**src/include/obl_regs.svh**
```systemverilog
`ifndef OBL_REGS_SVH
`define OBL_REGS_SVH
`define OBL_OFS_WDT_OSC 16'h0080
`define OBL_OFS_POC 16'h0081
`define OBL_OFS_RSV_A 16'h0082
`define OBL_OFS_RSV_B 16'h0083
`define OBL_OFS_DEBUG 16'h0084
`define OBL_OFS_SWAP_BASE 16'h1080
`define OBL_OFS_STATUS 16'h0090
`define OBL_OPT_COUNT 3'h5
`define OBL_BIT_WIN_HI 6
`define OBL_BIT_WIN_LO 5
`define OBL_BIT_WDT_RUN 4
`define OBL_BIT_OVF_HI 3
`define OBL_BIT_OVF_LO 1
`define OBL_BIT_OSC_LOCK 0
`define OBL_BIT_POC_MODE 0
`define OBL_BIT_DBG_HI 1
`define OBL_BIT_DBG_LO 0
`define OBL_OVF_BASE_EXP 5'h0a
`define OBL_RST_BYTE 8'h00
`endif

```
**src/include/obl_pkg.sv**
```systemverilog
package obl_pkg;
  typedef enum logic [2:0] {
    OBL_IDLE = 3'h0,
    OBL_REQ = 3'h1,
    OBL_WAIT = 3'h3,
    OBL_DONE = 3'h2
  } obl_state_t;
  typedef enum logic [1:0] {
    OBL_DBG_OFF = 2'h0,
    OBL_DBG_BAD = 2'h1,
    OBL_DBG_KEEP = 2'h2,
    OBL_DBG_ERASE = 2'h3
  } obl_dbg_t;
  typedef struct packed {
    logic [1:0] wdt_open_span;
    logic wdt_run_at_reset;
    logic [2:0] wdt_overflow_sel;
    logic [4:0] wdt_overflow_exp;
    logic lowspeed_osc_lock;
    logic poweron_clear_mode_sel;
    obl_dbg_t debug_mode;
    logic debug_enable;
    logic debug_erase_on_fail;
    logic bad_combo;
  } obl_cfg_t;
endpackage : obl_pkg

```
**src/hdl/obl_byte_latch.sv**
```systemverilog
`timescale 1ns/100ps
`default_nettype none
`include "obl_regs.svh"
module obl_byte_latch (
  input wire logic clock_i,
  input wire logic sys_rst_i,
  input wire logic load_i,
  input wire logic [7:0] data_i,
  output logic [7:0] q_o
);
  always_ff @(posedge clock_i or posedge sys_rst_i) begin
    if (sys_rst_i) begin
      q_o <= `OBL_RST_BYTE;
    end else if (load_i) begin
      q_o <= data_i;
    end
  end
endmodule : obl_byte_latch
`default_nettype wire

```
**src/hdl/obl_option_loader.sv**
```systemverilog
// The strobed register port was chosen for this implementation.
`timescale 1ns/100ps
`default_nettype none
`include "obl_regs.svh"
module obl_option_loader
  import obl_pkg::*;
#(
  parameter int FLASH_LAT = 2
) (
  input wire logic clock_i,
  input wire logic sys_rst_i,
  input wire logic boot_swap_i,
  input wire logic self_prog_i,
  output logic flash_rd_o,
  output logic [15:0] flash_addr_o,
  input wire logic flash_valid_i,
  input wire logic [7:0] flash_data_i,
  input wire logic lowspeed_osc_stop_req_i,
  input wire logic halt_i,
  input wire logic stop_i,
  input wire logic timer_h1_on_lowspeed_i,
  output logic lowspeed_osc_run_o,
  output logic wdt_clk_en_o,
  output logic timer_h1_clk_en_o,
  output logic poc_copy_wr_o,
  output logic [7:0] poc_copy_data_o,
  output obl_cfg_t cfg_o,
  output logic load_done_o,
  input wire logic [15:0] reg_addr_i,
  input wire logic [7:0] reg_wdata_i,
  input wire logic reg_wr_i,
  input wire logic reg_rd_i,
  output logic [7:0] reg_rdata_o
);
  obl_state_t state_r;
  logic [2:0] idx_r;
  logic [7:0] bytes_q [5];
  logic [4:0] load_v;
  logic [7:0] opt0;
  logic [7:0] opt1;
  logic [7:0] opt4;
  logic [7:0] poc_byte;
  logic [2:0] ovf;
  logic swap_r;
  logic unused_wdata;

  assign unused_wdata = |reg_wdata_i;

  always_ff @(posedge clock_i or posedge sys_rst_i) begin
    if (sys_rst_i) begin
      state_r <= OBL_IDLE;
      idx_r <= 3'h0;
    end else begin
      unique case (state_r)
        OBL_IDLE: begin
          state_r <= OBL_REQ;
        end
        OBL_REQ: begin
          state_r <= OBL_WAIT;
        end
        OBL_WAIT: begin
          if (flash_valid_i) begin
            if (idx_r == `OBL_OPT_COUNT - 3'h1) begin
              state_r <= OBL_DONE;
            end else begin
              idx_r <= idx_r + 3'h1;
              state_r <= OBL_REQ;
            end
          end
        end
        OBL_DONE: begin
          state_r <= OBL_DONE;
        end
      endcase
    end
  end

  // swap strap caught after release, held for the whole run
  always_ff @(posedge clock_i or posedge sys_rst_i) begin
    if (sys_rst_i) begin
      swap_r <= 1'b0;
    end else if (state_r == OBL_IDLE) begin
      swap_r <= boot_swap_i;
    end
  end

  assign flash_rd_o = (state_r == OBL_REQ);
  assign flash_addr_o = (swap_r ? `OBL_OFS_SWAP_BASE : `OBL_OFS_WDT_OSC) + {13'h0, idx_r};

  for (genvar g = 0; g < 5; g++) begin : g_byte
    assign load_v[g] = (state_r == OBL_WAIT) && flash_valid_i && (idx_r == 3'(g));
    obl_byte_latch u_latch (
      .clock_i(clock_i),
      .sys_rst_i(sys_rst_i),
      .load_i(load_v[g]),
      .data_i(flash_data_i),
      .q_o(bytes_q[g])
    );
  end

  assign opt0 = bytes_q[0];
  assign opt1 = bytes_q[1];
  assign opt4 = bytes_q[4];
  assign ovf = opt0[`OBL_BIT_OVF_HI:`OBL_BIT_OVF_LO];

  // mode bit from self-programmed flash is ignored
  assign poc_byte = self_prog_i ? `OBL_RST_BYTE : opt1;

  always_ff @(posedge clock_i or posedge sys_rst_i) begin
    if (sys_rst_i) begin
      poc_copy_wr_o <= 1'b0;
      poc_copy_data_o <= `OBL_RST_BYTE;
    end else begin
      poc_copy_wr_o <= swap_r && load_v[1];
      if (swap_r && load_v[1]) begin
        poc_copy_data_o <= flash_data_i;
      end
    end
  end

  always_comb begin
    cfg_o.wdt_open_span = opt0[`OBL_BIT_WIN_HI:`OBL_BIT_WIN_LO];
    cfg_o.wdt_run_at_reset = opt0[`OBL_BIT_WDT_RUN];
    cfg_o.wdt_overflow_sel = ovf;
    cfg_o.wdt_overflow_exp = `OBL_OVF_BASE_EXP + {2'h0, ovf};
    cfg_o.lowspeed_osc_lock = opt0[`OBL_BIT_OSC_LOCK];
    cfg_o.poweron_clear_mode_sel = poc_byte[`OBL_BIT_POC_MODE];
    cfg_o.debug_mode = obl_dbg_t'(opt4[`OBL_BIT_DBG_HI:`OBL_BIT_DBG_LO]);
    cfg_o.debug_enable = opt4[`OBL_BIT_DBG_HI];
    cfg_o.debug_erase_on_fail = (opt4[`OBL_BIT_DBG_HI:`OBL_BIT_DBG_LO] == OBL_DBG_ERASE);
    cfg_o.bad_combo = (ovf == 3'h0) && (opt0[`OBL_BIT_WIN_HI:`OBL_BIT_WIN_LO] == 2'h0);
  end

  assign load_done_o = (state_r == OBL_DONE);

  assign lowspeed_osc_run_o = cfg_o.lowspeed_osc_lock || !lowspeed_osc_stop_req_i;

  // count clock gated in low power unless locked
  // self-programming does not gate the count
  assign wdt_clk_en_o = load_done_o && lowspeed_osc_run_o &&
                        (cfg_o.lowspeed_osc_lock || !(halt_i || stop_i));

  // timer keeps low-speed clock in halt/stop
  assign timer_h1_clk_en_o = timer_h1_on_lowspeed_i && lowspeed_osc_run_o;

  // read-only view; writes have no effect
  always_ff @(posedge clock_i or posedge sys_rst_i) begin
    if (sys_rst_i) begin
      reg_rdata_o <= 8'h00;
    end else if (reg_rd_i) begin
      unique case (reg_addr_i)
        `OBL_OFS_WDT_OSC: reg_rdata_o <= opt0;
        `OBL_OFS_POC: reg_rdata_o <= poc_byte;
        `OBL_OFS_RSV_A: reg_rdata_o <= bytes_q[2];
        `OBL_OFS_RSV_B: reg_rdata_o <= bytes_q[3];
        `OBL_OFS_DEBUG: reg_rdata_o <= opt4;
        `OBL_OFS_STATUS: reg_rdata_o <= {5'h0, cfg_o.bad_combo, swap_r, load_done_o};
        default: reg_rdata_o <= 8'h00;
      endcase
    end else begin
      reg_rdata_o <= 8'h00;
    end
  end
endmodule : obl_option_loader
`default_nettype wire

```
**config.mk**
```make
export PLATFORM = sky130hd
export DESIGN_NAME = obl_option_loader
export DESIGN_NICKNAME = d
export VERILOG_FILES = /design/src/include/obl_pkg.sv /design/src/hdl/obl_byte_latch.sv /design/src/hdl/obl_option_loader.sv
export VERILOG_INCLUDE_DIRS = /design/src /design/src/include
export SDC_FILE = /design/constraint.sdc
export NUM_CORES = 1
export LEC_CHECK = 0
export ABC_AREA = 1
export BUFFER_PORTS_ARGS = -buffer_cell sky130_fd_sc_hd__buf_2
export CAP_MARGIN = 20
export CELL_PAD_IN_SITES_DETAIL_PLACEMENT = 0
export CELL_PAD_IN_SITES_GLOBAL_PLACEMENT = 1
export CORE_ASPECT_RATIO = 1.25
export CORE_MARGIN = 1.5
export CORE_UTILIZATION = 34
export CTS_BUF_LIST = sky130_fd_sc_hd__clkbuf_4
export DETAILED_ROUTE_END_ITERATION = 10
export PLACE_DENSITY_LB_ADDON = 0.1
export REMOVE_ABC_BUFFERS = 1
export SYNTH_ARGS = -nofsm -noshare
export SYNTH_HDL_FRONTEND = slang
export SYNTH_HIERARCHICAL = 1
export SYNTH_SLANG_ARGS = --single-unit
```
**constraint.sdc**
```tcl
create_clock -name clock_i -period 1.2 [get_ports clock_i]
set_input_delay 0.12 -clock clock_i [delete_from_list [all_inputs] [get_ports clock_i]]
set_output_delay 0.12 -clock clock_i [all_outputs]
set_load 0.01 [all_outputs]
```
## After elaboration in Yosys (flattened, before gate mapping)

Index checks and enable logic that the tools add are counted.

- Bitwise operators: 1
- Reduce and logical (&&, ||, !) cells: 21
- Eq/ne operators: 15
- Muxes and demuxes: 7
- Add/subtract/negate cells: 3

Operator list:

| kind | count |
|---|---|
| 16-bit by 8-bit == test with 1-bit output, second input constant | 6 |
| 8-bit case mux with 6 select lines | 1 |
| 8-bit two-way mux | 2 |
| 13-bit by 3-bit adder with 14-bit output | 1 |
| 13-bit two-way mux | 1 |
| 3-bit by 2-bit == test with 1-bit output, second input constant | 4 |
| 3-bit case mux with 4 select lines | 1 |
| 1-bit logical AND | 11 |
| 3-bit zero test | 3 |
| 3-bit by 1-bit == test with 1-bit output, second input constant | 2 |
| 4-bit by 3-bit adder with 5-bit output, first input constant | 1 |
| 3-bit by 1-bit adder with 3-bit output, second input constant | 1 |
| 3-bit == test, second input constant | 1 |
| 1-bit logical OR | 3 |
| 3-bit two-way mux | 1 |
| 3-bit AND reduction | 1 |
| 2-bit == test, second input constant | 1 |
| 1-bit zero test | 2 |
| 2-bit zero test | 1 |
| 2-bit two-way mux | 1 |
| 2-bit inequality test, second input constant | 1 |
| 1-bit NOT | 1 |

- Logic and storage cells: 58
- Bits of input ports: 43
- Register bits after elaboration: 64
- Output and inout bits: 56

## Depth between registers and ports, before layout

Gate-level depths: netlist of run 1.

- Depth after elaboration: 4
- Mapped depth: 10
- Gate-level depth less buffers: 10

## Cells and area by module

Netlist of run 1, hierarchy kept.

Modules (own cells, without submodules):

| module | area each (sq um) | cells each | seq. area each (sq um) | times used |
|---|---|---|---|---|
| obl_option_loader | 1672.9 | 240 | 575.6 | 1 |
| obl_byte_latch | 309.0 | 35 | 200.2 | 5 |

## Worst setup path after synthesis of run 1

Ideal clock, no wire load.

- Kind: reg-to-reg
- From: register idx_r[0]
- To: register idx_r[2]
- Setup slack: -0.181 ns
- Clock period less this slack: 1.381 ns
- Required time: 1.121 ns
- Path buffers: 0
- Arrival: 1.301 ns
- Stages on the path, launching flop included: 7
- Path through: dfrtp_1 inv_1 ha_1 nand2_1 inv_1 nor2_1 mux2i_1

- Word-level cells in the longest chain between the ends: 3
- Elaborated cells on any way between the ends: 4
- Those cells by class: add/sub: 1; eq/ne: 1; bitwise: 1; reduce/logical: 1

RTL lines:

| element | line | RTL |
|---|---|---|
| start: declaration | obl_option_loader.sv:36 | `logic [2:0] idx_r;` |
| start signal: assignment | obl_option_loader.sv:66 | `idx_r <= idx_r + 3'h1;` |
| 3-bit == test | obl_option_loader.sv:63 | `` if (idx_r == `OBL_OPT_COUNT - 3'h1) begin `` |
| 1-bit NOT (no source line) | - |  |
| 3-bit AND reduction (no source line) | - |  |

Several ways; a longest one is shown, not always the timed one.
A chain may end at the register's enable or synchronous reset.

==> qor.yml, run 1 <==
ios: 99
yosysSeqAreaShare: 0.490
drive_above_1_share: 0.492
grt_usage: 0.197
cp_cell_sequence: "or2_4 > nor2_4 > buf_6 > buf_6"
vdd_drop_max_mv: 1.40
hold_path_depth: 3
crit_arrival_ps: 1350
setup_ws_ps: -266
start_kind: "register"
cts_buffers: 9
finalCritPeriodShare: 1.22
required_ps: 1080
synth_area_sq_um: 3220
synth_xor_area_frac: 0.00272
drcViolationCount: 0
cp_max_fo: 2
preCtsSetupSlack_ps: -199
leakagePower_nw: 2.66
synth_compound_area_frac: 0.0198
clock_sinks: 63
ys_ff_latch: 63
violations: "setup timing"
core_sq_um: 9170
clockBufferDepth: 2
first_pass_iters: 4
period_needed_ps: 1470
max_stage_delay_ps: 390
combPwrFrac: 0.509
synthAdderAreaFrac: 0.0233
path_class: "register to primary output"
place_congestion: 0.808
antenna_left: 0
grt_overflow: 0
grt_max_degree: 16
power.share.switching: 0.373
syn_avg_cell_area_sq_um: 7.75
ctsHtreeMaxLevel: 3
p_seq_frac: 0.348
synthSimpleGateAreaFrac: 0.347
synthCells: 415
via_per_inst: 4.45
clkPwrFrac: 0.143
status: "finished with violations"
finalHoldViolCount: 0
cp_slowest_cell: "dfrtp_1"
power_switching_mw: 3.82
setup_viol: 67
synthMuxAreaShare: 0.00661
place.port_buffers: 77
worstSkewPairLatency_ps: 410
wirelength_um: 9690
n_fill_cell: 928
grt_pass1_wl_um: 15200
grt_pass1_vias: 3110
start_util: 0.351
worstRegToRegCells: 8
skew_ps: 17.6
path_clk_slew_ps: 120
rows: 39
nets: 613
p_total_mw: 10.2
hold_class: "input port to register"
crit_top_cell: "buf_6"
endpoint_kind: "primary output"
drt_iter0_drc: 107
die_width_um: 90.0
yosys_warnings: 6
die_area_sq_um: 10100
wl_per_cell_um: 14.0
ys_types: 26
cts_tree: "done"
fmaxAchievable_mhz: 682
maxCapViolations: 0
rsz0062_at_grt: "true"
root_buffer: "clkbuf_4"
die_height_um: 112
vias: 3078
hpwl_um: 6690
antenna_found_initial: 0
p_int_mw: 6.42
synth_top_family_by_area: "simple AND/OR/NAND/NOR gates"
syn_to_final_growth_pct: 54.6
diodes: 0
pwr_density_cell_nw_per_um2: 2060
maxSlewViolCount: 0
-- Yosys cell counts, drive strengths merged --
library cell  number  area share
ha                 6       0.023
inv               40       0.047
nand3             38       0.061
conb               2      0.0023
a21oi              4      0.0062
dfrtp             63        0.49
buf               23       0.062
or2                1      0.0019
a21boi             1      0.0023
nor2              46       0.067
nand2            177        0.21
mux2i              1      0.0031
xor2               1      0.0027
nand4              3      0.0058
o21ai              6      0.0093
and3               1      0.0019
a31oi              1      0.0019
mux2               1      0.0035
-- layout make-up --
cell class                 instances  area [sq um]  share of cell area
tap                              123           154              0.0309
multi-input combinational        299          1700               0.341
inverter                          40           175              0.0352
sequential                        63          1580               0.317
clock buffer                      10          75.1              0.0151
clock inverter                     6          61.3              0.0123
timing repair buffer             151          1230               0.248
-- path summary, 6_finish.rpt --
check | start | end | slack, ps
max | g_byte[0].u_latch/q_o[6] | cfg_o[0] | -270
min | flash_data_i[4] | g_byte[1].u_latch/q_o[4] | 40
max reg2reg | state_r[0] | g_byte[2].u_latch/q_o[1] | -220
min reg2reg | g_byte[2].u_latch/q_o[1] | g_byte[2].u_latch/q_o[1] | 490
max in group asynchronous | sys_rst_i | swap_r | 350
min in group asynchronous | sys_rst_i | g_byte[3].u_latch/q_o[1] | 280
-- per-stage QoR --
stage / hold slack (ps) / util / instances / instance area, sq um / TNS [ps]
after floorplan: -64.3 / - / 402 / 3060 / -15020
after global placement: 167 / 0.424 / 641 / 3890 / -6310
after detailed placement: 168 / 0.424 / 641 / 3890 / -7880
after CTS: 0.194 / 0.520 / 689 / 4770 / -8710
after global routing: 22.9 / 0.542 / 692 / 4970 / -14330
final: 40.1 / 0.542 / 692 / 4970 / -10170
-- routing by layer --
layer	vias up	GRT usage	wire, um
li1	1552	-	-
met1	1442	0.246	4250
met2	75	0.346	4960
met3	9	0.0321	361
met4	0	0.0635	120
met5	-	0	0
-- cell families after synthesis --
group,after synthesis
buffers and inverters,63
AND/OR/NAND/NOR,266
XOR/XNOR,1
other,2
multiplexers,2
AO/OA/AOI/OAI,12
flip-flops,63
adder cells (fa/ha/maj),6
-- state kept, by name (all words and copies together) (netlist names) --
register	flops
poc_copy_data_o	8
swap_r	1
state_r	2
poc_copy_wr_o	1
idx_r	3
g_byte.u_latch/q_o	40
reg_rdata_o	8
-- layout by cell type (no fill, tap or decap), drive strengths merged, types with 2 or more instances in the layout --
cell type / synthesis / routed
nand2: 177 / 177
buf: 23 / 148
dfrtp: 63 / 63
nor2: 46 / 46
inv: 40 / 40
nand3: 38 / 38
conb: 2 / 12
clkbuf: 0 / 10
ha: 6 / 6
o21ai: 6 / 6
a21oi: 4 / 4
nand4: 3 / 3
clkinvlp: 0 / 3
dlygate4sd3: 0 / 3
clkinv: 0 / 2
-- critical path: cells and delay by family (launching register included) --
family	cells	cell delay [ps]
flops	1	390
buf+inv	2	190
simple gates	2	360
-- power groups by stage --
| stage | Clock, mW | Sequential (mW) | Combinational, mW |
|---|---|---|---|
| global placement | 0 | 3.54 | 2.87 |
| detailed placement | 0 | 3.55 | 2.91 |
| floorplan | 0 | 3.63 | 1.34 |
| finish | 1.47 | 3.57 | 5.21 |
| CTS | 1.50 | 3.55 | 4.73 |
| global route | 1.61 | 3.67 | 5.66 |
-- what timing repair did --
| item | CTS | global route |
|---|---|---|
| endpoints found under the hold margin | 50 | 0 |
| resized for setup | 137 | 58 |
| endpoints found under the setup margin | 72 | 81 |
| pin swaps | 52 | 34 |
| setup buffers | 35 | 8 |
| hold buffers | 3 | 0 |
Note: power is estimated with default switching activity, not from simulation.
==> run 2: changes to the inputs <==
Settings changed: TNS_END_PERCENT from default to 5.
==> run 2 against run 1 <==
  * The run still ends with setup timing left
  * Hold slack worse by 13 ps
  * Total power down 13%
  * Cell area down 9.9%
  * Sequential power about the same
  * Clock skew down 1.9 ps
  * Via count down 2.8%
  * Flip-flop and latch count unchanged
  * Setup slack better by 14 ps
==> qor.yml, run 2 (same netlist as run 1, synthesis figures left out) <==
path_depth: 4
path_delay_family: "flip-flops"
start_util: 0.351
worstSkewPairLatency_ps: 410
setup_ws_ps: -252
maxSlewViolCount: 0
final_common_cell: "nand2_1"
worstRegToRegCells: 9
ctsHtreeMaxLevel: 3
cts_tree: "done"
path_class: "register to primary output"
grt_use_met1: 0.242
wl_per_cell_um: 13.4
rsz0062_at_grt: "true"
n_fill_cell: 950
maxCapViolations: 0
die_area_sq_um: 10100
use_met2: 0.324
violations: "setup timing"
top_register: "g_byte.u_latch/q_o"
clockBufferDepth: 2
pwr_density_cell_nw_per_um2: 2000
fmaxAchievable_mhz: 689
crit-reg2reg-launch: "g_byte[0].u_latch/q_o[6]"
rows: 39
vdd_drop_max_mv: 1.32
cp_num_buf_inv: 2
drt_iter0_drc: 124
vias: 2991
place.port_buffers: 77
top_usage_layer: "met2"
max_stage_delay_ps: 400
antenna_left: 0
path_clk_slew_ps: 110
antenna_found_initial: 0
met3_usage: 0.0321
grt_pass1_wl_um: 14800
crit_top_cell: "buf_6"
crit_arrival_ps: 1330
leakagePower_nw: 2.48
nets: 600
hpwl_um: 6690
status: "finished with violations"
finalCritPeriodShare: 1.21
r2r-end: "reg_rdata_o[2]"
period_needed_ps: 1450
grt_overflow: 0
clock_sinks: 63
endpoint_kind: "primary output"
grt_pass1_vias: 2998
r2r_slack_ps: -240
root_buffer: "clkbuf_4"
grt_usage: 0.191
cts_buffers: 9
post-route-util: 0.488
drive_above_1_share: 0.349
diodes: 0
top_regs: "g_byte.u_latch/q_o x40, poc_copy_data_o x8, reg_rdata_o x8"
cp_slowest_cell: "dfrtp_1"
hold_path_depth: 3
cp_cell_sequence: "or2_4 > nor2_4 > buf_6 > buf_6"
die_height_um: 112
critPathCapture: "cfg_o[0]"
largest_register_ffs: 40
finalNonFillerCells: 679
first_pass_iters: 4
place_inst: 641
ios: 99
cp_max_fo: 2
drcViolationCount: 0
via_per_inst: 4.41
required_ps: 1080
startpoint: "g_byte[0].u_latch/q_o[6]"
wirelength_um: 9110
place_congestion: 0.808
core_sq_um: 9170
die_width_um: 90.0
layout_common_cells: "168 x nand2_1, 62 x buf_2, 61 x dfrtp_1, 37 x nand3_1, 37 x buf_4"
skew_ps: 15.7
start_kind: "register"
grt_max_degree: 16
syn_to_final_growth_pct: 39.2
hold_class: "input port to register"
setup_viol: 67
finalHoldViolCount: 0
[run 2: cell types whose count changed in the layout (fill, tap and decap cells not counted), sizes merged]
cell and change:
buf -17, dlygate4sd3 +4
[run 2: through the flow]
stage	area [sq um]	power, mW	setup TNS [ps]	setup slack, ps	hold slack, ps
after floorplan	3060	4.97	-15020	-414	-64.3
after global placement	3890	6.42	-6310	-163	167
after detailed placement	3890	6.46	-7880	-199	168
after CTS	4360	8.73	-8650	-269	2.96
after global routing	4480	9.65	-12780	-319	13.0
final	4480	8.96	-6970	-252	27.4
[run 2: how the worst min path moves through the flow]
stage                    startpoint                       end  slack, ps
CTS                 flash_data_i[0]  g_byte[1].u_latch/q_o[0]          3
detailed placement        sys_rst_i  g_byte[0].u_latch/q_o[6]        170
global placement          sys_rst_i  g_byte[3].u_latch/q_o[5]        170
floorplan                 sys_rst_i  g_byte[0].u_latch/q_o[0]        -60
finish              flash_data_i[0]  g_byte[1].u_latch/q_o[0]         30
global route        flash_data_i[5]  g_byte[4].u_latch/q_o[5]         10
[run 2: routing by layer]
layer  vias to the layer above  wire (um)
li1                       1531          -
met1                      1365       4200
met2                        82       4310
met3                        13        391
met4                         0        213
met5                         -          0
[run 2: where the power goes]
part           internal [mW]  total, mW  leakage, nW  switching (mW)
combinational           2.06       3.97         1.61            1.91
clock                  0.647       1.45       0.0661           0.804
sequential              2.96       3.54        0.805           0.576
[run 2: cell type report]
| class | instances | area (sq um) | area share |
|---|---|---|---|
| sequential | 63 | 1580 | 0.352 |
| timing repair buffer | 138 | 1020 | 0.227 |
| clock buffer | 10 | 75.1 | 0.0168 |
| multi-input combinational | 299 | 1440 | 0.320 |
| tap | 123 | 154 | 0.0343 |
| clock inverter | 6 | 61.3 | 0.0137 |
| inverter | 40 | 158 | 0.0352 |
[run 2: repair_timing]
item                                    CTS  global route
gates cloned                              0             0
pin swaps                                 6            19
endpoints found under the hold margin    54             0
hold buffers                              7             0
endpoints found under the setup margin   72            80
resized for setup                        45            28
setup buffers                            12             4
[run 2: worst min-delay path, delay by kind of cell]
kind / cells / cell delay (ps)
simple gates: 2 / 120
buf+inv: 1 / 170
